<file path="config.mk">
export PLATFORM = sky130hd
export DESIGN_NAME = scm_top
export DESIGN_NICKNAME = d
export VERILOG_FILES = /design/src/scm_pkg.sv /design/src/scm_top.sv /design/src/scm_stab.sv /design/src/scm_div.sv
export SDC_FILE = /design/constraint.sdc
export NUM_CORES = 1
export LEC_CHECK = 0
export ABC_AREA = 1
export BUFFER_PORTS_ARGS = -buffer_cell sky130_fd_sc_hd__buf_2
export CORE_MARGIN = 5
export CORE_UTILIZATION = 59
export CTS_BUF_LIST = sky130_fd_sc_hd__clkbuf_2 sky130_fd_sc_hd__clkbuf_4 sky130_fd_sc_hd__clkbuf_8
export CTS_CLUSTER_SIZE = 16
export DETAILED_ROUTE_END_ITERATION = 10
export GPL_TIMING_DRIVEN = 0
export MAX_ROUTING_LAYER = met4
export PLACE_DENSITY_LB_ADDON = 0.2
export SLEW_MARGIN = 15
export SYNTH_ARGS = -nofsm -noshare
export SYNTH_HDL_FRONTEND = slang
export SYNTH_HIERARCHICAL = 1
export SYNTH_SLANG_ARGS = --single-unit
</file>
<file path="constraint.sdc">
create_clock -name pclk -period 3 [get_ports pclk]
set_input_delay 0.6 -clock pclk [delete_from_list [all_inputs] [get_ports pclk]]
set_output_delay 0.6 -clock pclk [all_outputs]
set_load 0.01 [all_outputs]
</file>
<file path="src/scm_pkg.sv">
package scm_pkg;
	// register byte offsets
	localparam logic [7:0] OFS_CLK_MODE   = 8'h00;
	localparam logic [7:0] OFS_FAST_RC    = 8'h04;
	localparam logic [7:0] OFS_FAST_XTAL  = 8'h08;
	localparam logic [7:0] OFS_SLOW_XTAL  = 8'h0C;
	localparam logic [7:0] OFS_CTRL       = 8'h10;
	localparam logic [7:0] OFS_IRQ_STAT   = 8'h14;
	localparam logic [7:0] OFS_IRQ_MASK   = 8'h18;
	localparam logic [7:0] OFS_STATUS     = 8'h1C;
	// reset values
	localparam logic [7:0] RST_CLK_MODE   = 8'h00;
	localparam logic [7:0] RST_FAST_RC    = 8'h01;
	localparam logic [7:0] RST_FAST_XTAL  = 8'h00;
	localparam logic [7:0] RST_SLOW_XTAL  = 8'h00;
	// clock mode register fields
	localparam int CMC_SEL_LSB  = 5;
	localparam int CMC_FHS_BIT  = 3;
	localparam int CMC_FSS_BIT  = 2;
	localparam int CMC_FHI_BIT  = 1;
	localparam int CMC_FSI_BIT  = 0;
	localparam logic [7:0] CMC_WMASK = 8'hEF;
	// fast rc and crystal fields
	localparam int FRC_FREQ_LSB = 2;
	localparam int STB_BIT      = 1;
	localparam int EN_BIT       = 0;
	localparam logic [7:0] FRC_WMASK = 8'h0D;
	localparam logic [7:0] FXT_WMASK = 8'h05;
	localparam int FXT_MODE_BIT = 2;
	localparam logic [7:0] SXT_WMASK = 8'h01;
	// select code for low-speed clock
	localparam logic [2:0] SEL_SLOW = 3'h7;
	// fast rc frequency codes in MHz
	localparam logic [4:0] FRC_MHZ_8  = 5'h08;
	localparam logic [4:0] FRC_MHZ_12 = 5'h0C;
	localparam logic [4:0] FRC_MHZ_16 = 5'h10;
	// interrupt bits
	localparam int IRQ_W      = 4;
	localparam int IRQ_FRC    = 0;
	localparam int IRQ_FXT    = 1;
	localparam int IRQ_SXT    = 2;
	localparam int IRQ_HALT   = 3;
	// default stabilisation counts in pclk cycles
	localparam int STAB_FRC_DEF = 64;
	localparam int STAB_FXT_DEF = 256;
	localparam int STAB_SXT_DEF = 1024;
	localparam int CNT_W        = 16;
	// operating modes, one-hot
	typedef enum logic [5:0] {
		MODE_RUN   = 6'h01,
		MODE_SLEEP = 6'h02,
		MODE_IDL0  = 6'h04,
		MODE_IDL1  = 6'h08,
		MODE_IDL2  = 6'h10,
		MODE_WAKE  = 6'h20
	} scm_mode_t;
endpackage

</file>
<file path="src/scm_top.sv">
// What this block does
// - select code picks fast/1..64 or slow
// - fast source bit picks rc or crystal
// - slow source bit picks rc or crystal
// - halt with no idle bits: sleep
// - sleep keeps slow rc only for watchdog
// - idle_slow_only_mode: slow clock on, sys on if 111
// - idle_both_on_mode: all clocks stay running
// - idle_fast_only_mode: fast on, sys stops for 111
// - watchdog keeps slow rc oscillator enabled
// - slow mode: fast oscillator follows own enable
// - rc freq codes give 8/12/16/8 MHz
// - rc flag clears, sets when stable
// - new rc frequency applied after flag
// - rc enable bit, reset to one
// - unimplemented bits read as zero
// - fast crystal flag clears then sets
// - slow crystal flag clears then sets
module scm_top #(
	parameter int STAB_FRC = scm_pkg::STAB_FRC_DEF,
	parameter int STAB_FXT = scm_pkg::STAB_FXT_DEF,
	parameter int STAB_SXT = scm_pkg::STAB_SXT_DEF
) (
	// clock and reset
	input  wire logic        pclk,
	input  wire logic        presetn,
	// apb slave
	input  wire logic        psel,
	input  wire logic        penable,
	input  wire logic        pwrite,
	input  wire logic [7:0]  paddr,
	input  wire logic [31:0] pwdata,
	output logic      [31:0] prdata,
	output logic             pready,
	output logic             pslverr,
	// cpu side
	input  wire logic        halt_req,
	input  wire logic        wake_req,
	input  wire logic        wdt_enable,
	output logic             cpu_run,
	// oscillator clock ticks
	input  wire logic        fast_rc_tick,
	input  wire logic        fast_xtal_tick,
	input  wire logic        slow_rc_tick,
	input  wire logic        slow_xtal_tick,
	// oscillator enables
	output logic             fast_rc_osc_en,
	output logic             fast_xtal_osc_en,
	output logic             slow_rc_osc_en,
	output logic             slow_xtal_osc_en,
	output logic [4:0]       fast_rc_mhz,
	output logic             fast_xtal_range,
	// derived clocks as enable pulses
	output logic             system_clock,
	output logic             high_speed_clock,
	output logic             low_speed_clock,
	output logic [5:0]       high_speed_div,
	// interrupt
	output logic             irq
);
	// software registers
	logic [7:0]               clk_mode_ff;    // clock mode control
	logic [1:0]               frc_freq_ff;    // requested rc frequency
	logic                     frc_en_ff;      // rc enable
	logic                     fxt_mode_ff;    // crystal range
	logic                     fxt_en_ff;      // fast crystal enable
	logic                     sxt_en_ff;      // slow crystal enable
	logic [1:0]               frc_applied_ff; // frequency in use
	logic [scm_pkg::IRQ_W-1:0] irq_stat_ff;   // sticky events
	logic [scm_pkg::IRQ_W-1:0] irq_mask_ff;   // enables
	scm_pkg::scm_mode_t       mode_ff;        // operating mode
	scm_pkg::scm_mode_t       nxt_mode;

	// registered outputs
	logic [31:0] prdata_ff;   // read data, caught in setup
	logic        ready_ff;    // bus ready, high once out of reset
	logic        slverr_ff;   // error for the access cycle
	logic        sys_ff;      // system clock pulse
	logic        hs_ff;       // high-speed clock pulse
	logic        ls_ff;       // low-speed clock pulse
	logic        irq_ff;      // interrupt level
	logic        cpu_ff;      // cpu running
	logic [5:0]  hdiv_ff;     // divided high-speed pulses
	logic        frc_osc_ff;  // fast rc enable
	logic        fxt_osc_ff;  // fast crystal enable
	logic        src_osc_ff;  // slow rc enable
	logic        sxt_osc_ff;  // slow crystal enable
	logic [4:0]  mhz_ff;      // applied rc frequency

	// field views
	wire [2:0] sel     = clk_mode_ff[scm_pkg::CMC_SEL_LSB +: 3];
	wire       fast_source_select     = clk_mode_ff[scm_pkg::CMC_FHS_BIT];
	wire       slow_source_select     = clk_mode_ff[scm_pkg::CMC_FSS_BIT];
	wire       fh_idle = clk_mode_ff[scm_pkg::CMC_FHI_BIT];
	wire       fs_idle = clk_mode_ff[scm_pkg::CMC_FSI_BIT];
	wire       sel_slow = (sel == scm_pkg::SEL_SLOW);

	// apb decode
	wire acc     = psel & penable;
	wire setup   = psel & ~penable;                  // setup cycle
	wire wr      = acc & pwrite;
	wire a_cmc   = (paddr == scm_pkg::OFS_CLK_MODE);
	wire a_frc   = (paddr == scm_pkg::OFS_FAST_RC);
	wire a_fxt   = (paddr == scm_pkg::OFS_FAST_XTAL);
	wire a_sxt   = (paddr == scm_pkg::OFS_SLOW_XTAL);
	wire a_ist   = (paddr == scm_pkg::OFS_IRQ_STAT);
	wire a_imk   = (paddr == scm_pkg::OFS_IRQ_MASK);
	wire a_sts   = (paddr == scm_pkg::OFS_STATUS);
	wire mapped  = a_cmc | a_frc | a_fxt | a_sxt | a_ist | a_imk | a_sts
		| (paddr == scm_pkg::OFS_CTRL);
	// unmapped words answer with an error and read as zero
	wire unmapped = ~mapped;

	// mode decode
	// wake counts as run so the cpu restarts at once
	wire in_run   = (mode_ff == scm_pkg::MODE_RUN) | (mode_ff == scm_pkg::MODE_WAKE);
	wire in_sleep = (mode_ff == scm_pkg::MODE_SLEEP);
	wire in_idl0  = (mode_ff == scm_pkg::MODE_IDL0);
	wire in_idl1  = (mode_ff == scm_pkg::MODE_IDL1);
	wire in_idl2  = (mode_ff == scm_pkg::MODE_IDL2);

	// oscillator gating by mode
	wire hs_allowed = in_run | in_idl1 | in_idl2;
	wire ls_allowed = in_run | in_idl0 | in_idl1;
	wire frc_on  = frc_en_ff & (in_run ? 1'b1 : (hs_allowed & ~fast_source_select));
	wire fxt_on  = fxt_en_ff & (in_run ? 1'b1 : (hs_allowed & fast_source_select));
	wire src_on  = (ls_allowed & ~slow_source_select) | wdt_enable;
	wire sxt_on  = sxt_en_ff & ls_allowed;
	wire sxt_run = sxt_on | (ls_allowed & slow_source_select);

	// stability counters
	logic frc_stable;                              // rc settled
	logic fxt_stable;                              // fast crystal settled
	logic sxt_stable;                              // slow crystal settled
	// rewriting the same code must not restart the count
	wire  frc_freq_chg = wr & a_frc
		& (pwdata[scm_pkg::FRC_FREQ_LSB +: 2] != frc_freq_ff);
	scm_stab #(.CYCLES(STAB_FRC)) u_frc_stab (
		.pclk    (pclk),
		.presetn (presetn),
		.enable  (frc_on),
		.restart (frc_freq_chg),
		.stable  (frc_stable)
	);
	scm_stab #(.CYCLES(STAB_FXT)) u_fxt_stab (
		.pclk    (pclk),
		.presetn (presetn),
		.enable  (fxt_on),
		.restart (1'b0),
		.stable  (fxt_stable)
	);
	scm_stab #(.CYCLES(STAB_SXT)) u_sxt_stab (
		.pclk    (pclk),
		.presetn (presetn),
		.enable  (sxt_run),
		.restart (1'b0),
		.stable  (sxt_stable)
	);

	// clock source muxing
	// the crystals and the fast rc pass ticks only once settled, the slow rc whenever enabled
	wire fxt_tick_g = fast_xtal_tick & fxt_on & fxt_stable;
	wire frc_tick_g = fast_rc_tick & frc_on & frc_stable;
	wire fh_tick    = fast_source_select ? fxt_tick_g : frc_tick_g;
	wire low_speed_clock_tick = slow_source_select ? (slow_xtal_tick & sxt_run & sxt_stable)
		: (slow_rc_tick & src_on);
	wire [5:0] fh_div;
	scm_div #(.STAGES(6)) u_div (
		.pclk     (pclk),
		.presetn  (presetn),
		.src_tick (fh_tick),
		.div_tick (fh_div)
	);
	// select code to system clock source, code 111 is the slow tick
	wire [7:0] clk_pick = {low_speed_clock_tick, fh_div, fh_tick};
	wire sys_src = clk_pick[sel];
	wire sys_gate = in_run | in_idl1 | (in_idl0 & sel_slow)
		| (in_idl2 & ~sel_slow);

	// rc frequency code to MHz
	wire [4:0] mhz = (frc_applied_ff == 2'h1) ? scm_pkg::FRC_MHZ_12
		: (frc_applied_ff == 2'h2) ? scm_pkg::FRC_MHZ_16 : scm_pkg::FRC_MHZ_8;

	// register readback, unimplemented bits zero
	wire [7:0] rd_cmc = clk_mode_ff & scm_pkg::CMC_WMASK;
	wire [7:0] rd_frc = {4'h0, frc_freq_ff, frc_stable, frc_en_ff};
	wire [7:0] rd_fxt = {5'h00, fxt_mode_ff, fxt_stable, fxt_en_ff};
	wire [7:0] rd_sxt = {6'h00, sxt_stable, sxt_en_ff};
	wire [7:0] rd_sts = {2'h0, mode_ff};
	wire [7:0] rd_mux = a_cmc ? rd_cmc : a_frc ? rd_frc : a_fxt ? rd_fxt
		: a_sxt ? rd_sxt : a_ist ? {4'h0, irq_stat_ff}
		: a_imk ? {4'h0, irq_mask_ff} : a_sts ? rd_sts : 8'h00;

	// events: rising stable flags, halt entry
	logic frc_st_d_ff;                             // rc flag one cycle ago
	logic fxt_st_d_ff;                             // fast crystal flag one cycle ago
	logic sxt_st_d_ff;                             // slow crystal flag one cycle ago
	wire halt_take = in_run & halt_req;
	wire [scm_pkg::IRQ_W-1:0] ev = {halt_take, sxt_stable & ~sxt_st_d_ff,
		fxt_stable & ~fxt_st_d_ff, frc_stable & ~frc_st_d_ff};
	wire [scm_pkg::IRQ_W-1:0] w1c = (wr & a_ist) ? pwdata[scm_pkg::IRQ_W-1:0] : '0;

	// next mode on halt or wake
	always_comb begin
		nxt_mode = mode_ff;
		case (mode_ff)
			scm_pkg::MODE_RUN, scm_pkg::MODE_WAKE: begin
				if (halt_req) begin
					case ({fh_idle, fs_idle})
						2'b00:   nxt_mode = scm_pkg::MODE_SLEEP;
						2'b01:   nxt_mode = scm_pkg::MODE_IDL0;
						2'b11:   nxt_mode = scm_pkg::MODE_IDL1;
						default: nxt_mode = scm_pkg::MODE_IDL2;
					endcase
				end else begin
					nxt_mode = scm_pkg::MODE_RUN;
				end
			end
			scm_pkg::MODE_SLEEP, scm_pkg::MODE_IDL0,
			scm_pkg::MODE_IDL1, scm_pkg::MODE_IDL2: begin
				if (wake_req)
					nxt_mode = scm_pkg::MODE_WAKE;
			end
			default: nxt_mode = scm_pkg::MODE_RUN;
		endcase
	end

	// registers written over apb
	always_ff @(posedge pclk or negedge presetn) begin
		if (!presetn) begin
			clk_mode_ff <= scm_pkg::RST_CLK_MODE;
			frc_freq_ff <= scm_pkg::RST_FAST_RC[scm_pkg::FRC_FREQ_LSB +: 2];
			frc_en_ff   <= scm_pkg::RST_FAST_RC[scm_pkg::EN_BIT];
			fxt_mode_ff <= scm_pkg::RST_FAST_XTAL[scm_pkg::FXT_MODE_BIT];
			fxt_en_ff   <= scm_pkg::RST_FAST_XTAL[scm_pkg::EN_BIT];
			sxt_en_ff   <= scm_pkg::RST_SLOW_XTAL[scm_pkg::EN_BIT];
			irq_mask_ff <= '0;
		end else if (wr) begin
			if (a_cmc)
				clk_mode_ff <= pwdata[7:0] & scm_pkg::CMC_WMASK;
			if (a_frc) begin
				frc_freq_ff <= pwdata[scm_pkg::FRC_FREQ_LSB +: 2];
				frc_en_ff   <= pwdata[scm_pkg::EN_BIT];
			end
			if (a_fxt) begin
				// range bit frozen while crystal enabled
				if (!fxt_en_ff)
					fxt_mode_ff <= pwdata[scm_pkg::FXT_MODE_BIT];
				fxt_en_ff <= pwdata[scm_pkg::EN_BIT];
			end
			if (a_sxt)
				sxt_en_ff <= pwdata[scm_pkg::EN_BIT];
			if (a_imk)
				irq_mask_ff <= pwdata[scm_pkg::IRQ_W-1:0];
		end
	end

	// applied rc frequency waits for stable flag
	always_ff @(posedge pclk or negedge presetn) begin
		if (!presetn)
			frc_applied_ff <= scm_pkg::RST_FAST_RC[scm_pkg::FRC_FREQ_LSB +: 2];
		else if (frc_stable)
			frc_applied_ff <= frc_freq_ff;
	end

	// mode, sticky status, edge history
	always_ff @(posedge pclk or negedge presetn) begin
		if (!presetn) begin
			mode_ff     <= scm_pkg::MODE_RUN;
			irq_stat_ff <= '0;
			frc_st_d_ff <= 1'b0;
			fxt_st_d_ff <= 1'b0;
			sxt_st_d_ff <= 1'b0;
		end else begin
			mode_ff     <= nxt_mode;
			irq_stat_ff <= (irq_stat_ff & ~w1c) | ev;  // set beats clear
			frc_st_d_ff <= frc_stable;
			fxt_st_d_ff <= fxt_stable;
			sxt_st_d_ff <= sxt_stable;
		end
	end

	// registered outputs
	always_ff @(posedge pclk or negedge presetn) begin
		if (!presetn) begin
			prdata_ff  <= '0;
			sys_ff     <= 1'b0;
			hs_ff      <= 1'b0;
			ls_ff      <= 1'b0;
			hdiv_ff    <= '0;
			irq_ff     <= 1'b0;
			cpu_ff     <= 1'b1;
			frc_osc_ff <= 1'b0;
			fxt_osc_ff <= 1'b0;
			src_osc_ff <= 1'b0;
			sxt_osc_ff <= 1'b0;
			mhz_ff     <= scm_pkg::FRC_MHZ_8;
		end else begin
			prdata_ff  <= (setup & ~pwrite) ? {24'h000000, rd_mux} : prdata_ff;
			sys_ff     <= sys_src & sys_gate;
			hs_ff      <= fh_tick & hs_allowed;
			ls_ff      <= low_speed_clock_tick & ls_allowed;
			hdiv_ff    <= fh_div & {6{hs_allowed}};
			irq_ff     <= |((irq_stat_ff & ~w1c | ev) & irq_mask_ff);
			cpu_ff     <= (nxt_mode == scm_pkg::MODE_RUN) | (nxt_mode == scm_pkg::MODE_WAKE);
			frc_osc_ff <= frc_on;
			fxt_osc_ff <= fxt_on;
			src_osc_ff <= src_on;
			sxt_osc_ff <= sxt_run;
			mhz_ff     <= mhz;
		end
	end

	// bus response flops, error stands for the access cycle only
	always_ff @(posedge pclk or negedge presetn) begin
		if (!presetn) begin
			ready_ff  <= 1'b0;
			slverr_ff <= 1'b0;
		end else begin
			ready_ff  <= 1'b1;
			slverr_ff <= setup & unmapped;
		end
	end

	// apb answers in the access cycle, no wait states
	assign prdata           = prdata_ff;
	assign pready           = ready_ff;
	assign pslverr          = slverr_ff;
	assign cpu_run          = cpu_ff;
	assign fast_rc_osc_en   = frc_osc_ff;
	assign fast_xtal_osc_en = fxt_osc_ff;
	assign slow_rc_osc_en   = src_osc_ff;
	assign slow_xtal_osc_en = sxt_osc_ff;
	assign fast_rc_mhz      = mhz_ff;
	assign fast_xtal_range  = fxt_mode_ff;
	assign system_clock     = sys_ff;
	assign high_speed_clock = hs_ff;
	assign low_speed_clock  = ls_ff;
	assign high_speed_div   = hdiv_ff;
	assign irq              = irq_ff;
endmodule

</file>
<file path="src/scm_stab.sv">
// start-up counter: flag clears on start, sets when count runs out
module scm_stab #(
	parameter int CYCLES = 64
) (
	// clock and reset
	input  wire logic pclk,
	input  wire logic presetn,
	// control
	input  wire logic enable,
	input  wire logic restart,
	// result
	output logic      stable
);
	logic [scm_pkg::CNT_W-1:0] cnt_ff;   // cycles left
	logic                      stable_ff;
	logic                      en_d_ff;  // enable one cycle ago
	wire                       start = (enable & ~en_d_ff) | restart;

	// count down after each start, flag when done
	always_ff @(posedge pclk or negedge presetn) begin
		if (!presetn) begin
			cnt_ff    <= '0;
			stable_ff <= 1'b0;
			en_d_ff   <= 1'b0;
		end else begin
			en_d_ff <= enable;
			if (!enable) begin
				stable_ff <= 1'b0;
				cnt_ff    <= '0;
			end else if (start) begin
				stable_ff <= 1'b0;
				cnt_ff    <= scm_pkg::CNT_W'(CYCLES - 1);
			end else if (cnt_ff != '0) begin
				cnt_ff <= cnt_ff - 1'b1;
			end else begin
				stable_ff <= 1'b1;
			end
		end
	end
	assign stable = stable_ff;
endmodule

</file>
<file path="src/scm_div.sv">
// divider chain: one-cycle enable pulses at source/2..source/64
module scm_div #(
	parameter int STAGES = 6
) (
	// clock and reset
	input  wire logic              pclk,
	input  wire logic              presetn,
	// source tick
	input  wire logic              src_tick,
	// divided ticks, bit k is source / 2^(k+1)
	output logic [STAGES-1:0]      div_tick
);
	logic [STAGES-1:0] cnt_ff;  // ripple counter on source ticks

	// advance on each source tick
	always_ff @(posedge pclk or negedge presetn) begin
		if (!presetn)
			cnt_ff <= '0;
		else if (src_tick)
			cnt_ff <= cnt_ff + 1'b1;
	end

	// tick when all lower bits are ones
	genvar k;
	generate
		for (k = 0; k < STAGES; k++) begin : g_tick
			assign div_tick[k] = src_tick & (&cnt_ff[k:0]);
		end
	endgenerate
endmodule

</file>
# Word level (Yosys, flattened, before mapping)
# Index checks and enable logic that the tools add are counted.
# W data, S select, Z words.
[word_totals] ff_bits=119 inputBits=52 output_inout_bits=55 elab_cells=199
[op_classes] addsub=4 magnitude_cmp=1 n_eq_ne=27 n_mux=38 bitwise=76 n_reduce_logical=19
[ops] op="$mux W16" n=9
[ops] op="$mux W6" n=8
[ops] op="$reduce_bool A16 Y1" n=3
[ops] op="$sub A16 B1 Y16 const B" n=3
[ops] op="$and A1 B1 Y1" n=40
[ops] op="$eq A8 B5 Y1 const B" n=4
[ops] op="$or A1 B1 Y1" n=18
[ops] op="$eq A8 B4 Y1 const B" n=2
[ops] op="$pmux W5 S3" n=1
[ops] op="$mux W1" n=14
[ops] op="$not A1 Y1" n=13
[ops] op="$eq A6 B1 Y1 const B" n=2
[ops] op="$eq A6 B6 Y1 const B" n=2
[ops] op="$pmux W6 S2" n=1
[ops] op="$reduce_and A2 Y1" n=6
[ops] op="$mux W5" n=2
[ops] op="$ne A3 B1 Y1 const B" n=3
[ops] op="$ne A3 B2 Y1 const B" n=3
[ops] op="$and A4 B4 Y4" n=2
[ops] op="$eq A8 B3 Y1 const B" n=1
[ops] op="$logic_not A8 Y1" n=1
[ops] op="$mux W8" n=1
[ops] op="$reduce_or A4 Y1" n=2
[ops] op="$add A6 B1 Y6 const B" n=1
[ops] op="20 further kinds" n=23

# Longest topological paths before layout
# Gate-level depths: netlist (run 1).
[logic_depth] ltp_word=14 ltp_mapped=17 depth_no_buf=16

# Cells and area by module
# Netlist (run 1), hierarchy kept.
[by_module_without_submodules] mod="scm_top" n_inst=1 cells_each=348 area_each_um2=3001.6 seq_area_each_um2=1506.4
[by_module_without_submodules] mod="scm_stab at u_frc_stab" n_inst=1 cells_each=162 area_each_um2=1151.1 seq_area_each_um2=450.4
[by_module_without_submodules] mod="scm_stab at u_sxt_stab" n_inst=1 cells_each=150 area_each_um2=1101.1 seq_area_each_um2=450.4
[by_module_without_submodules] mod="scm_stab at u_fxt_stab" n_inst=1 cells_each=142 area_each_um2=1076.0 seq_area_each_um2=450.4
[by_module_without_submodules] mod="scm_div" n_inst=1 cells_each=41 area_each_um2=355.3 seq_area_each_um2=150.1

# Least setup slack after synthesis (run 1)
# OpenSTA, ideal clock, no wires.
[synth_path] path_type="input-to-reg" from="input port paddr[7]" to="register u_frc_stab/cnt_ff[6] (netlist name)" setup_time_ns=0.080 t_arrival_ns=2.092 required_ns=2.920 slack_ns=0.828 stages=11 n_path_buf=1 cell_sequence="nor2_1 nand2_1 nor4_4 nand2_1 a41oi_1 nor2_4 nand2_2 inv_2 buf_6 nand3_2 nor3b_2"
[synth_between] elab_chain_len=6 word_cells_on_any_way=7 classes_between="2 x eq/ne; 2 x mux; 3 x bitwise"
[synth_lines] element="start: declaration" line="scm_top.sv:31" text="input wire logic [7:0] paddr,"
[synth_lines] element="$eq A8 B3 Y1 *" line="scm_top.sv:103" text="wire a_frc = (paddr == scm_pkg::OFS_FAST_RC);"
[synth_lines] element="$and A1 B1 Y1 *" line="scm_top.sv:136" text="wire frc_freq_chg = wr & a_frc"
[synth_lines] element="$and A1 B1 Y1 *" line="scm_top.sv:137" text="& (pwdata[scm_pkg::FRC_FREQ_LSB +: 2] != frc_freq_ff);"
[synth_lines] element="net frc_freq_chg" line="scm_top.sv:136"
[synth_lines] element="$or A1 B1 Y1 *" line="scm_stab.sv:17" text="wire start = (enable & ~en_d_ff) | restart;"
[synth_lines] element="$mux W16" line="scm_stab.sv:30" text="end else if (start) begin"
[synth_lines] element="$mux W16" line="scm_stab.sv:27" text="if (!enable) begin"
[synth_lines] element="end signal: assignment" line="scm_stab.sv:32" text="cnt_ff <= scm_pkg::CNT_W'(CYCLES - 1);"
[synth_lines] element="end signal: assignment" line="scm_stab.sv:34" text="cnt_ff <= cnt_ff - 1'b1;"
[synth_lines] element="end: declaration" line="scm_stab.sv:14" text="logic [scm_pkg::CNT_W-1:0] cnt_ff;"
# The timed path passes the listed nets; every way through them passes the cells marked *.
# A chain may end at the register's enable or synchronous reset.

# Final worst setup path (run 1)
[layout_path] from="register mode_ff[1]" to="register u_frc_stab/cnt_ff[6] (netlist name)"
[layout_between] elab_chain_len=11 word_cells_on_any_way=15 classes_between="5 x eq/ne; 3 x mux; 7 x bitwise"
[layout_lines] element="start: declaration" line="scm_top.sv:71" text="scm_pkg::scm_mode_t mode_ff;"
[layout_lines] element="start signal: assignment" line="scm_top.sv:269" text="mode_ff <= scm_pkg::MODE_RUN;"
[layout_lines] element="start signal: assignment" line="scm_top.sv:275" text="mode_ff <= nxt_mode;"
[layout_lines] element="$eq A6 B1 Y1 / $eq A6 B6 Y1 (equally long branches)" line="scm_top.sv:116" text="wire in_run = (mode_ff == scm_pkg::MODE_RUN) | (mode_ff == scm_pkg::MODE_WAKE);"
[layout_lines] element="$or A1 B1 Y1" line="scm_top.sv:116"
[layout_lines] element="$or A1 B1 Y1 (2 in series)" line="scm_top.sv:123" text="wire hs_allowed = in_run | in_idl1 | in_idl2;"
[layout_lines] element="$and A1 B1 Y1" line="scm_top.sv:125" text="wire frc_on = frc_en_ff & (in_run ? 1'b1 : (hs_allowed & ~fast_source_select));"
[layout_lines] element="$mux W1 *" line="scm_top.sv:125"
[layout_lines] element="$and A1 B1 Y1 *" line="scm_top.sv:125"
[layout_lines] element="net frc_on" line="scm_top.sv:125"
[layout_lines] element="$and A1 B1 Y1" line="scm_stab.sv:17"
[layout_lines] element="$or A1 B1 Y1" line="scm_stab.sv:17"
[layout_lines] element="$mux W16" line="scm_stab.sv:30"
[layout_lines] element="$mux W16" line="scm_stab.sv:27"
# Marks and branches as above.

==> reports/results.ini, run 1 <==
[global_routing]
grt_max_degree=75
antenna_found_initial=0
first_global_vias=5094
grt_overflow=0
track_usage_pct=23.0
grt_pass1_wl_mm=23.8

[sta]
hold_violations=0
fin_skew_ns=0.0112
fmaxAchievable_ghz=0.381
max_slew_margin_pct=61.5
setup_ws_ns=0.375
worstMarginPinSlew_ns=0.575
period_needed_ns=2.62
tns_ns=0
finalCritPeriodShare_pct=87.5
setup_viol=0
rsz0062_at_grt=no
slew_violations=0

[min_path]
hold_path_class=in -> async

[setup_path]
worstSetupStartpointType=register
crit_family=simple AND/OR/NAND/NOR gates
crit_top_cell=inv_2
cp_num_buf_inv=5
critical_path_class=reg -> reg
cp_slowest_stage_delay_ns=0.48
cp_data_required_time_ns=3.36
cp_max_fo=10
crit_chain=nor2_2 > nand3_1 > nand2_2 > inv_2 > nand3_4 > inv_1 > nor2_1 > inv_2 > nor2_2 > nor2_4 > nand2_2 > inv_2 > buf_6 > nand3_2 > nor3b_2
arrival_ns=2.99
cp-end-kind=register
cpMaxStageDelayCell=nor2_1

[placement]
pre_cts_slack_ns=0.365
dpl.cell_count=1066
place_hpwl_mm=10.3
port_buffers=55
placed_cell_area_um2=7270
globalplace.congestion=0.867

[clocking]
cts_tree=built
cts_max_path_buffers=2
cts_buffers=17
cts.sinks=120
cts_resized=0
cts_max_level=4
cts_root_buf=clkbuf_8
ctsHoldBuffers=0
cts.clk_slew.worst_paths_ns=0.07
postCtsSetupBuffers=0
insertion_delay_ns=0.45

[outcome]
status=complete, no violations

[cells_and_area]
final_cells=1098
drive_above_1_share_pct=22.7
final_area_um2=7700
diodes=0
areaGrowthSynthToFinish_pct=15.3
nets=1003
n_fill_cell=916

[detailed_routing]
route.detailed.drc=0
vias_per_cell=5.07
drtIter0Drc=512
drt-wirelength-per-cell_um=12.8
drt_wl_total_mm=14.0
first_pass_iters=5
via_count=5569
drtAntennaViolNets=0

[yosys]
yosysSeqAreaShare_pct=45.0
synth_edf_count=0
yosysTopAreaCell=dfrtp_1
ys_seq_elements=120
yosys-top-cells-area=dfrtp_1 (43%), nand2_1 (9.6%), nor2_1 (7.2%), inv_1 (6.1%), nand3_1 (3.3%)
yosysWarnings=6
ys_types=48
postSynth.topFlopCell=dfrtp_1
yosys.cell_count.top_type=nand2_1
synth_common_cells=nand2_1 (171), nor2_1 (128), dfrtp_1 (116), inv_1 (109), nand3_1 (44)
synthArstFlopShare_pct=100
synth_top_area_share_pct=43.4
syn_area_um2=6690
synth.avg_cell_area_um2=7.93
syn_inst=843

[die]
die_area_um2=13600
ioPinCount=107
fp-row-count=38
die_y_um=116
start_util_pct=60.9
fp.dieW_um=116
core_um2=11000

[power]
p_leak_nw=4.12
vdd_ir_drop_max_v=0.000447
power_density_nw_per_um2=511

[run]
drv_cap=0

==> power breakdown <==
| part | leakage (nW) | internal, W | switching [W] | total (W) |
|---|---|---|---|---|
| combinational | 2.30 | 0.000222 | 0.000434 | 0.000656 |
| sequential | 1.60 | 0.00168 | 0.0000374 | 0.00172 |
| clock | 0.212 | 0.000908 | 0.000652 | 0.00156 |
==> cell families after synthesis <==
group,Yosys count,share of synthesized area (%)
compound gates,106,9.38
xor+xnor,2,0.262
fa+ha+maj,6,1.12
buf+inv,155,11.0
flops,120,45.0
mux,2,0.337
other cells,2,0.112
simple gates,450,32.8
==> state kept, by name, indices dropped and copies added, names as in the netlist, 2 cells and up <==
| signal | count |
|---|---|
| fast_rc_mhz | 3 |
| irq_stat_ff | 4 |
| frc_applied_ff | 2 |
| prdata | 8 |
| clk_mode_ff | 7 |
| mode_ff | 6 |
| u_sxt_stab/cnt_ff | 16 |
| u_fxt_stab/cnt_ff | 16 |
| irq_mask_ff | 4 |
| u_frc_stab/cnt_ff | 16 |
| high_speed_div | 6 |
| u_div/cnt_ff | 6 |
| frc_freq_ff | 2 |
==> metrics by stage <==
stage                     util (%)  power, W  hold slack, ns
final                         70.2   0.00394          0.0750
after global routing          70.2   0.00414          0.0872
after CTS                     70.2   0.00397          0.0687
after detailed placement      66.2   0.00240           0.419
after global placement        65.9   0.00239           0.405
after floorplan                  -   0.00222           0.304
==> cells in the final DEF (no fill, tap or decap), types with 21 or more instances in the layout <==
| master | Yosys | final |
|---|---|---|
| dfrtp_1 | 116 | 116 |
| inv_1 | 109 | 109 |
| nand4_1 | 21 | 21 |
| nor2_1 | 128 | 128 |
| o21ai_0 | 35 | 35 |
| a21oi_1 | 35 | 35 |
| conb_1 | 2 | 29 |
| buf_4 | 27 | 27 |
| nand3_1 | 44 | 44 |
| nor2_2 | 25 | 25 |
| nand2_1 | 171 | 171 |
| buf_2 | 0 | 54 |
==> final cells by class <==
| cell class | instances | area (um^2) | share of cell area, % |
|---|---|---|---|
| clock inverters | 10 | 144 | 1.87 |
| clock buffers | 22 | 290 | 3.77 |
| multi-input cells | 595 | 3040 | 39.5 |
| repair buffers | 56 | 309 | 4.01 |
| inverters | 121 | 460 | 5.98 |
| plain buffers | 34 | 274 | 3.56 |
| well taps | 140 | 175 | 2.27 |
| flip-flops and latches | 120 | 3010 | 39.0 |
==> metal layers <==
metal  vias up  GRT usage [%]  routed length, um
li1       2859              -                  -
met1      2546           31.6               6710
met2       141           33.4               6360
met3        23           5.75                685
met4         0           8.28                261
met5         -              -                  0
==> path summary, 6_finish.rpt <==
path | slack [ns] | endpoint | cells past startpoint | from
setup reg to reg | 0.38 | u_frc_stab/cnt_ff[6] | 15 | mode_ff[1]
min in group pclk | 0.36 | slow_rc_osc_en | 3 | wdt_enable
setup / recovery | 0.38 | u_frc_stab/cnt_ff[6] | 15 | mode_ff[1]
hold / removal | 0.08 | u_sxt_stab/cnt_ff[5] | 1 | presetn
max in group asynchronous | 2.23 | fast_rc_mhz[3] | 2 | presetn
hold reg to reg | 0.42 | fast_rc_mhz[2] | 1 | frc_applied_ff[1]
No activity file was read; power rests on OpenSTA's default activity.
==> inputs of run 2 (changes only) <==
--- a/config.mk
+++ b/config.mk
@@ -8,7 +8,7 @@
 export ABC_AREA = 1
 export BUFFER_PORTS_ARGS = -buffer_cell sky130_fd_sc_hd__buf_2
 export CORE_MARGIN = 5
-export CORE_UTILIZATION = 59
+export CORE_UTILIZATION = 62
 export CTS_BUF_LIST = sky130_fd_sc_hd__clkbuf_2 sky130_fd_sc_hd__clkbuf_4 sky130_fd_sc_hd__clkbuf_8
 export CTS_CLUSTER_SIZE = 16
 export DETAILED_ROUTE_END_ITERATION = 10
==> constraint.sdc (replaced) <==
create_clock -name pclk -period 3.3 [get_ports pclk]
set_input_delay 0.66 -clock pclk [delete_from_list [all_inputs] [get_ports pclk]]
set_output_delay 0.66 -clock pclk [all_outputs]
set_load 0.01 [all_outputs]
==> reports/results.ini, run 2 (synthesized netlist as in run 1, its figures left out) <==
[sta]
max_slew_margin_pct=60.4
fin_skew_ns=0.00985
fmaxAchievable_ghz=0.376
period_needed_ns=2.66
setup_viol=0
rsz0062_at_grt=no
slew_violations=0
hold_violations=0
hold_ws_ns=0.185
setup_ws_ns=0.639
worstMarginPinSlew_ns=0.592
finalCritPeriodShare_pct=80.6
tns_ns=0

[setup_path]
worstSetupStartpointType=register
cp_max_fo=10
cp-end-kind=register
arrival_ns=3.02
cp_data_required_time_ns=3.66
critical_path_class=reg -> reg

[cells_and_area]
drive_above_1_share_pct=22.7
diodes=0
areaGrowthSynthToFinish_pct=14.4
final_cells=1098
final_common_cell=nand2_1
final_util_pct=71.5
nets=1003
final_cell_mix=nand2_1 (171), nor2_1 (128), dfrtp_1 (116), inv_1 (109), buf_2 (54)
reg_top3=u_frc_stab/cnt_ff: 16 flops, u_fxt_stab/cnt_ff: 16 flops, u_sxt_stab/cnt_ff: 16 flops

[clocking]
cts_max_level=4
cts_resized=0
ctsHoldBuffers=0
cts.clk_slew.worst_paths_ns=0.07
insertion_delay_ns=0.44
postCtsSetupBuffers=0
cts_root_buf=clkbuf_8
cts_buffers=17
cts.sinks=120
cts_tree=built
cts_max_path_buffers=2

[global_routing]
grtUsageMet1_pct=31.1
grt_pass1_wl_mm=24.0
antenna_found_initial=0
grtUsageMet3_pct=5.46
track_usage_pct=23.8
first_global_vias=5208
use_met2_pct=37.1
grt_overflow=0
grt_busiest_layer=met2
grt_max_degree=64

[detailed_routing]
drt_wl_total_mm=14.0
first_pass_iters=5
route.detailed.drc=0
vias_per_cell=5.14
drtIter0Drc=424
drtAntennaViolNets=0
via_count=5643
drt-wirelength-per-cell_um=12.8

[die]
start_util_pct=62.5
fp.dieW_um=114
ioPinCount=107
die_area_um2=13000
fp-row-count=38
die_y_um=114
core_um2=10700

[placement]
pre_cts_slack_ns=0.653
port_buffers=55
place_hpwl_mm=10.5
dpl.cell_count=1066
globalplace.congestion=0.911

[outcome]
status=complete, no violations

[power]
power_density_nw_per_um2=446
vdd_ir_drop_max_v=0.000438
p_leak_nw=4.10

[min_path]
hold_path_class=in -> async

[run]
drv_cap=0

==> run 2: cell types whose count changed in the layout (fill, tap and decap cells not counted) <==
cell / delta
bufinv_16: -2
clkbuf_4: -1
clkinvlp_4: -2
inv_6: +1
clkinv_2: +4
==> run 2: power by group <==
| group | total, W | leakage (nW) | internal (W) | switching [W] |
|---|---|---|---|---|
| sequential | 0.00156 | 1.60 | 0.00153 | 0.0000314 |
| clock | 0.00125 | 0.199 | 0.000661 | 0.000586 |
| combinational | 0.000602 | 2.30 | 0.000202 | 0.000400 |
| total | 0.00341 | 4.10 | 0.00239 | 0.00102 |
==> run 2: critical path, cell delays in order (launching register included) <==
cell and delay, ns:
dfstp_2 0.54, inv_1 0.07, nor2_1 0.09, nand3_1 0.11, nand2_2 0.13, inv_2 0.06
nand3_4 0.08, inv_1 0.15, nor2_1 0.49, inv_2 0.13, nor2_2 0.15, nor2_4 0.08
nand2_2 0.09, inv_2 0.05, buf_6 0.14, nand3_2 0.07, nor3b_2 0.15
==> run 2: per-stage QoR <==
stage,total power (W),cell area (um^2)
6_report,0.00341,7650
4_1_cts,0.00344,7650
3_3_place_gp,0.00217,7240
2_1_floorplan,0.00202,6790
3_5_place_dp,0.00219,7270
5_1_grt,0.00359,7650
==> run 2: routing by layer <==
metal | routed length [um] | vias to the layer above
met3 | 708 | 21
met1 | 6470 | 2644
li1 | - | 2845
met4 | 226 | 0
met5 | 0 | -
met2 | 6640 | 133
==> run 2: worst paths after layout <==
kind / start / end / slack, ns / cells after the start
worst max-delay path: mode_ff[0] / u_frc_stab/cnt_ff[6] / 0.64 / 16
worst max register to register: mode_ff[0] / u_frc_stab/cnt_ff[6] / 0.64 / 16
max in group asynchronous: presetn / fast_rc_mhz[3] / 2.39 / 2
min in group pclk: wdt_enable / slow_rc_osc_en / 0.43 / 3
worst min-delay path: presetn / u_sxt_stab/cnt_ff[0] / 0.18 / 1
worst min register to register: frc_applied_ff[1] / fast_rc_mhz[2] / 0.44 / 1
==> run 2: final cells by class <==
| class | count | area, um^2 |
|---|---|---|
| inverters | 121 | 460 |
| multi-input cells | 595 | 3040 |
| clock inverters | 11 | 97.6 |
| plain buffers | 34 | 274 |
| repair buffers | 56 | 309 |
| fillers | 927 | 3050 |
| clock buffers | 21 | 283 |
| well taps | 140 | 175 |
| flip-flops and latches | 120 | 3010 |
==> inputs of run 3 (changes only) <==
--- a/config.mk
+++ b/config.mk
@@ -5,10 +5,10 @@
 export SDC_FILE = /design/constraint.sdc
 export NUM_CORES = 1
 export LEC_CHECK = 0
-export ABC_AREA = 1
+export ABC_AREA = 0
 export BUFFER_PORTS_ARGS = -buffer_cell sky130_fd_sc_hd__buf_2
 export CORE_MARGIN = 5
-export CORE_UTILIZATION = 62
+export CORE_UTILIZATION = 59
 export CTS_BUF_LIST = sky130_fd_sc_hd__clkbuf_2 sky130_fd_sc_hd__clkbuf_4 sky130_fd_sc_hd__clkbuf_8
 export CTS_CLUSTER_SIZE = 16
 export DETAILED_ROUTE_END_ITERATION = 10
==> constraint.sdc (replaced) <==
create_clock -name pclk -period 2.5 [get_ports pclk]
set_input_delay 0.5 -clock pclk [delete_from_list [all_inputs] [get_ports pclk]]
set_output_delay 0.5 -clock pclk [all_outputs]
set_load 0.01 [all_outputs]
==> reports/results.ini, run 3 <==
[outcome]
status=complete, but fails checks
failed_checks=negative setup slack

[yosys]
synth_edf_count=0
ys_types=82
yosysTopAreaCell=dfrtp_1
postSynth.topFlopCell=dfrtp_1
synth.avg_cell_area_um2=10.2
yosysSeqAreaShare_pct=46.6
syn_inst=635
yosysWarnings=6
synth_top_area_share_pct=44.9
synthArstFlopShare_pct=100
ys_seq_elements=120
syn_area_um2=6460
yosys-top-cells-area=dfrtp_1 (45%), mux2_2 (4.2%), a21oi_1 (3.3%), buf_4 (3.1%), nand2_1 (3.0%)
synth_common_cells=dfrtp_1 (116), nand2_1 (52), nor2_1 (46), a21oi_1 (43), buf_4 (27)
yosys.cell_count.top_type=dfrtp_1

[power]
swShare_pct=27.1
vdd_ir_drop_max_v=0.000379
power_density_nw_per_um2=639
combinationalPowerShare_pct=18.1
p_leak_nw=3.88
power.switching_w=0.00135
seqPwrFrac_pct=41.1
clkPwrFrac_pct=40.7
cell_internal_pwr_w=0.00362

[clocking]
cts_max_level=4
cts_max_path_buffers=2
cts_tree=built
insertion_delay_ns=0.45
cts_root_buf=clkbuf_8
cts.clk_slew.worst_paths_ns=0.07
cts.sinks=120
cts_buffers=17

[global_routing]
grt_pass1_wl_mm=24.4
grt_max_degree=71
grt_overflow=0
antenna_found_initial=0
track_usage_pct=24.2
first_global_vias=5060

[setup_path]
cp_data_required_time_ns=2.86
cp_slowest_stage_delay_ns=0.56
cp_num_buf_inv=2
critical_path_class=reg -> reg
cp_max_fo=7
crit_chain=buf_6 > nor4b_4 > a21oi_2 > a211oi_2 > clkbuf_8 > o211a_4 > nand3b_1 > or4_1 > o21ai_1
cpMaxStageDelayCell=or4_1
worstSetupStartpointType=register
crit_family=simple AND/OR/NAND/NOR gates
cp-end-kind=register
arrival_ns=2.88

[sta]
slew_violations=0
hold_violations=0
setup_ws_ns=-0.0131
rsz0062_at_grt=yes
setup_viol=1
tns_ns=-0.0131
max_slew_margin_pct=52.5
fin_skew_ns=0.00965
fmaxAchievable_ghz=0.398
worstMarginPinSlew_ns=0.694
finalCritPeriodShare_pct=101
period_needed_ns=2.51

[detailed_routing]
drt-wirelength-per-cell_um=16.0
route.detailed.drc=0
first_pass_iters=5
via_count=5198
drtAntennaViolNets=0
vias_per_cell=5.70
drtIter0Drc=409
drt_wl_total_mm=14.6

[placement]
pre_cts_slack_ns=-0.484
port_buffers=52
globalplace.congestion=0.873
place_hpwl_mm=10.2

[die]
start_util_pct=59.9
die_area_um2=13100
ioPinCount=107
fp.dieW_um=115
core_um2=10800
fp-row-count=38
die_y_um=115

[cells_and_area]
drive_above_1_share_pct=27.8
diodes=0
areaGrowthSynthToFinish_pct=20.4
reg_top3=u_frc_stab/cnt_ff: 16 flops, u_fxt_stab/cnt_ff: 16 flops, u_sxt_stab/cnt_ff: 16 flops
final_cell_mix=dfrtp_1 (115), buf_2 (55), nand2_1 (52), buf_4 (47), nor2_1 (44)
final_common_cell=dfrtp_1
final_util_pct=72.1
nets=817

[run]
drv_cap=0

[min_path]
hold_path_class=in -> reg

run 3: metal layers:
metal	global-route usage [%]	routed length, um
met5	-	0
met4	8.39	280
met3	6.71	952
met2	37.9	7100
met1	30.5	6240
run 3: path summary, 6_finish.rpt:
check	startpoint	to	slack, ns	cells past startpoint
min reg2reg	frc_applied_ff[1]	fast_rc_mhz[2]	0.44	1
max	mode_ff[0]	u_frc_stab/cnt_ff[8]	-0.01	9
max reg2reg	mode_ff[0]	u_frc_stab/cnt_ff[8]	-0.01	9
min	wdt_enable	slow_rc_osc_en	0.29	2
min in group asynchronous	presetn	mode_ff[4]	0.58	2
max in group asynchronous	presetn	frc_en_ff	1.18	3
run 3: what timing repair did:
| action | 4_1_cts | 5_1_grt |
|---|---|---|
| endpoints found under the hold margin | 28 | 0 |
| pin swaps | 6 | 3 |
| buffers inserted | 11 | 8 |
| gates resized for setup | 25 | 10 |
| hold buffers | 1 | 0 |
| setup endpoints to repair | 36 | 14 |
run 3: kinds of logic (layout without fill, tap and decap cells):
logic type,Yosys count,after routing,synth area share (%)
simple gates,255,255,24.0
compound gates,124,124,12.8
flops,120,120,46.6
buf+inv,65,168,5.60
mux,37,37,6.29
xor+xnor,25,25,3.39
fa+ha+maj,7,7,1.32
other cells,2,36,0.116
run 3: power groups by stage:
stage / Clock [W] / Combinational [W] / Sequential, W
finish: 0.00202 / 0.000900 / 0.00204
global route: 0.00217 / 0.000983 / 0.00205
CTS: 0.00207 / 0.000866 / 0.00204
detailed placement: 0 / 0.000743 / 0.00208
global placement: 0 / 0.000716 / 0.00207
floorplan: 0 / 0.000517 / 0.00208
run 3: layout make-up:
| class | count | area [um^2] |
|---|---|---|
| clock buffer | 18 | 248 |
| tap | 140 | 175 |
| timing repair buffer | 73 | 447 |
| buffer | 42 | 293 |
| inverter | 21 | 78.8 |
| multi-input combinational | 484 | 3310 |
| fill | 775 | 3010 |
| clock inverter | 14 | 220 |
| sequential | 120 | 3010 |
run 3: worst register-to-register path, stage by stage, from the launching register on:
cell      delay [ns]
dfstp_2         0.39
buf_6           0.13
nor4b_4         0.27
a21oi_2         0.06
a211oi_2        0.26
clkbuf_8        0.21
o211a_4         0.20
nand3b_1        0.24
or4_1           0.56
o21ai_1         0.10
run 3: through the flow:
step                      instance area, um^2  hold WS [ns]  instances  total power [W]
after global placement                   7020         0.435        861          0.00279
after global routing                     7780         0.265        912          0.00520
after detailed placement                 7060         0.439        862          0.00282
final                                    7780         0.288        912          0.00497
after floorplan                          6590         0.204        669          0.00260
after CTS                                7700         0.258        905          0.00498
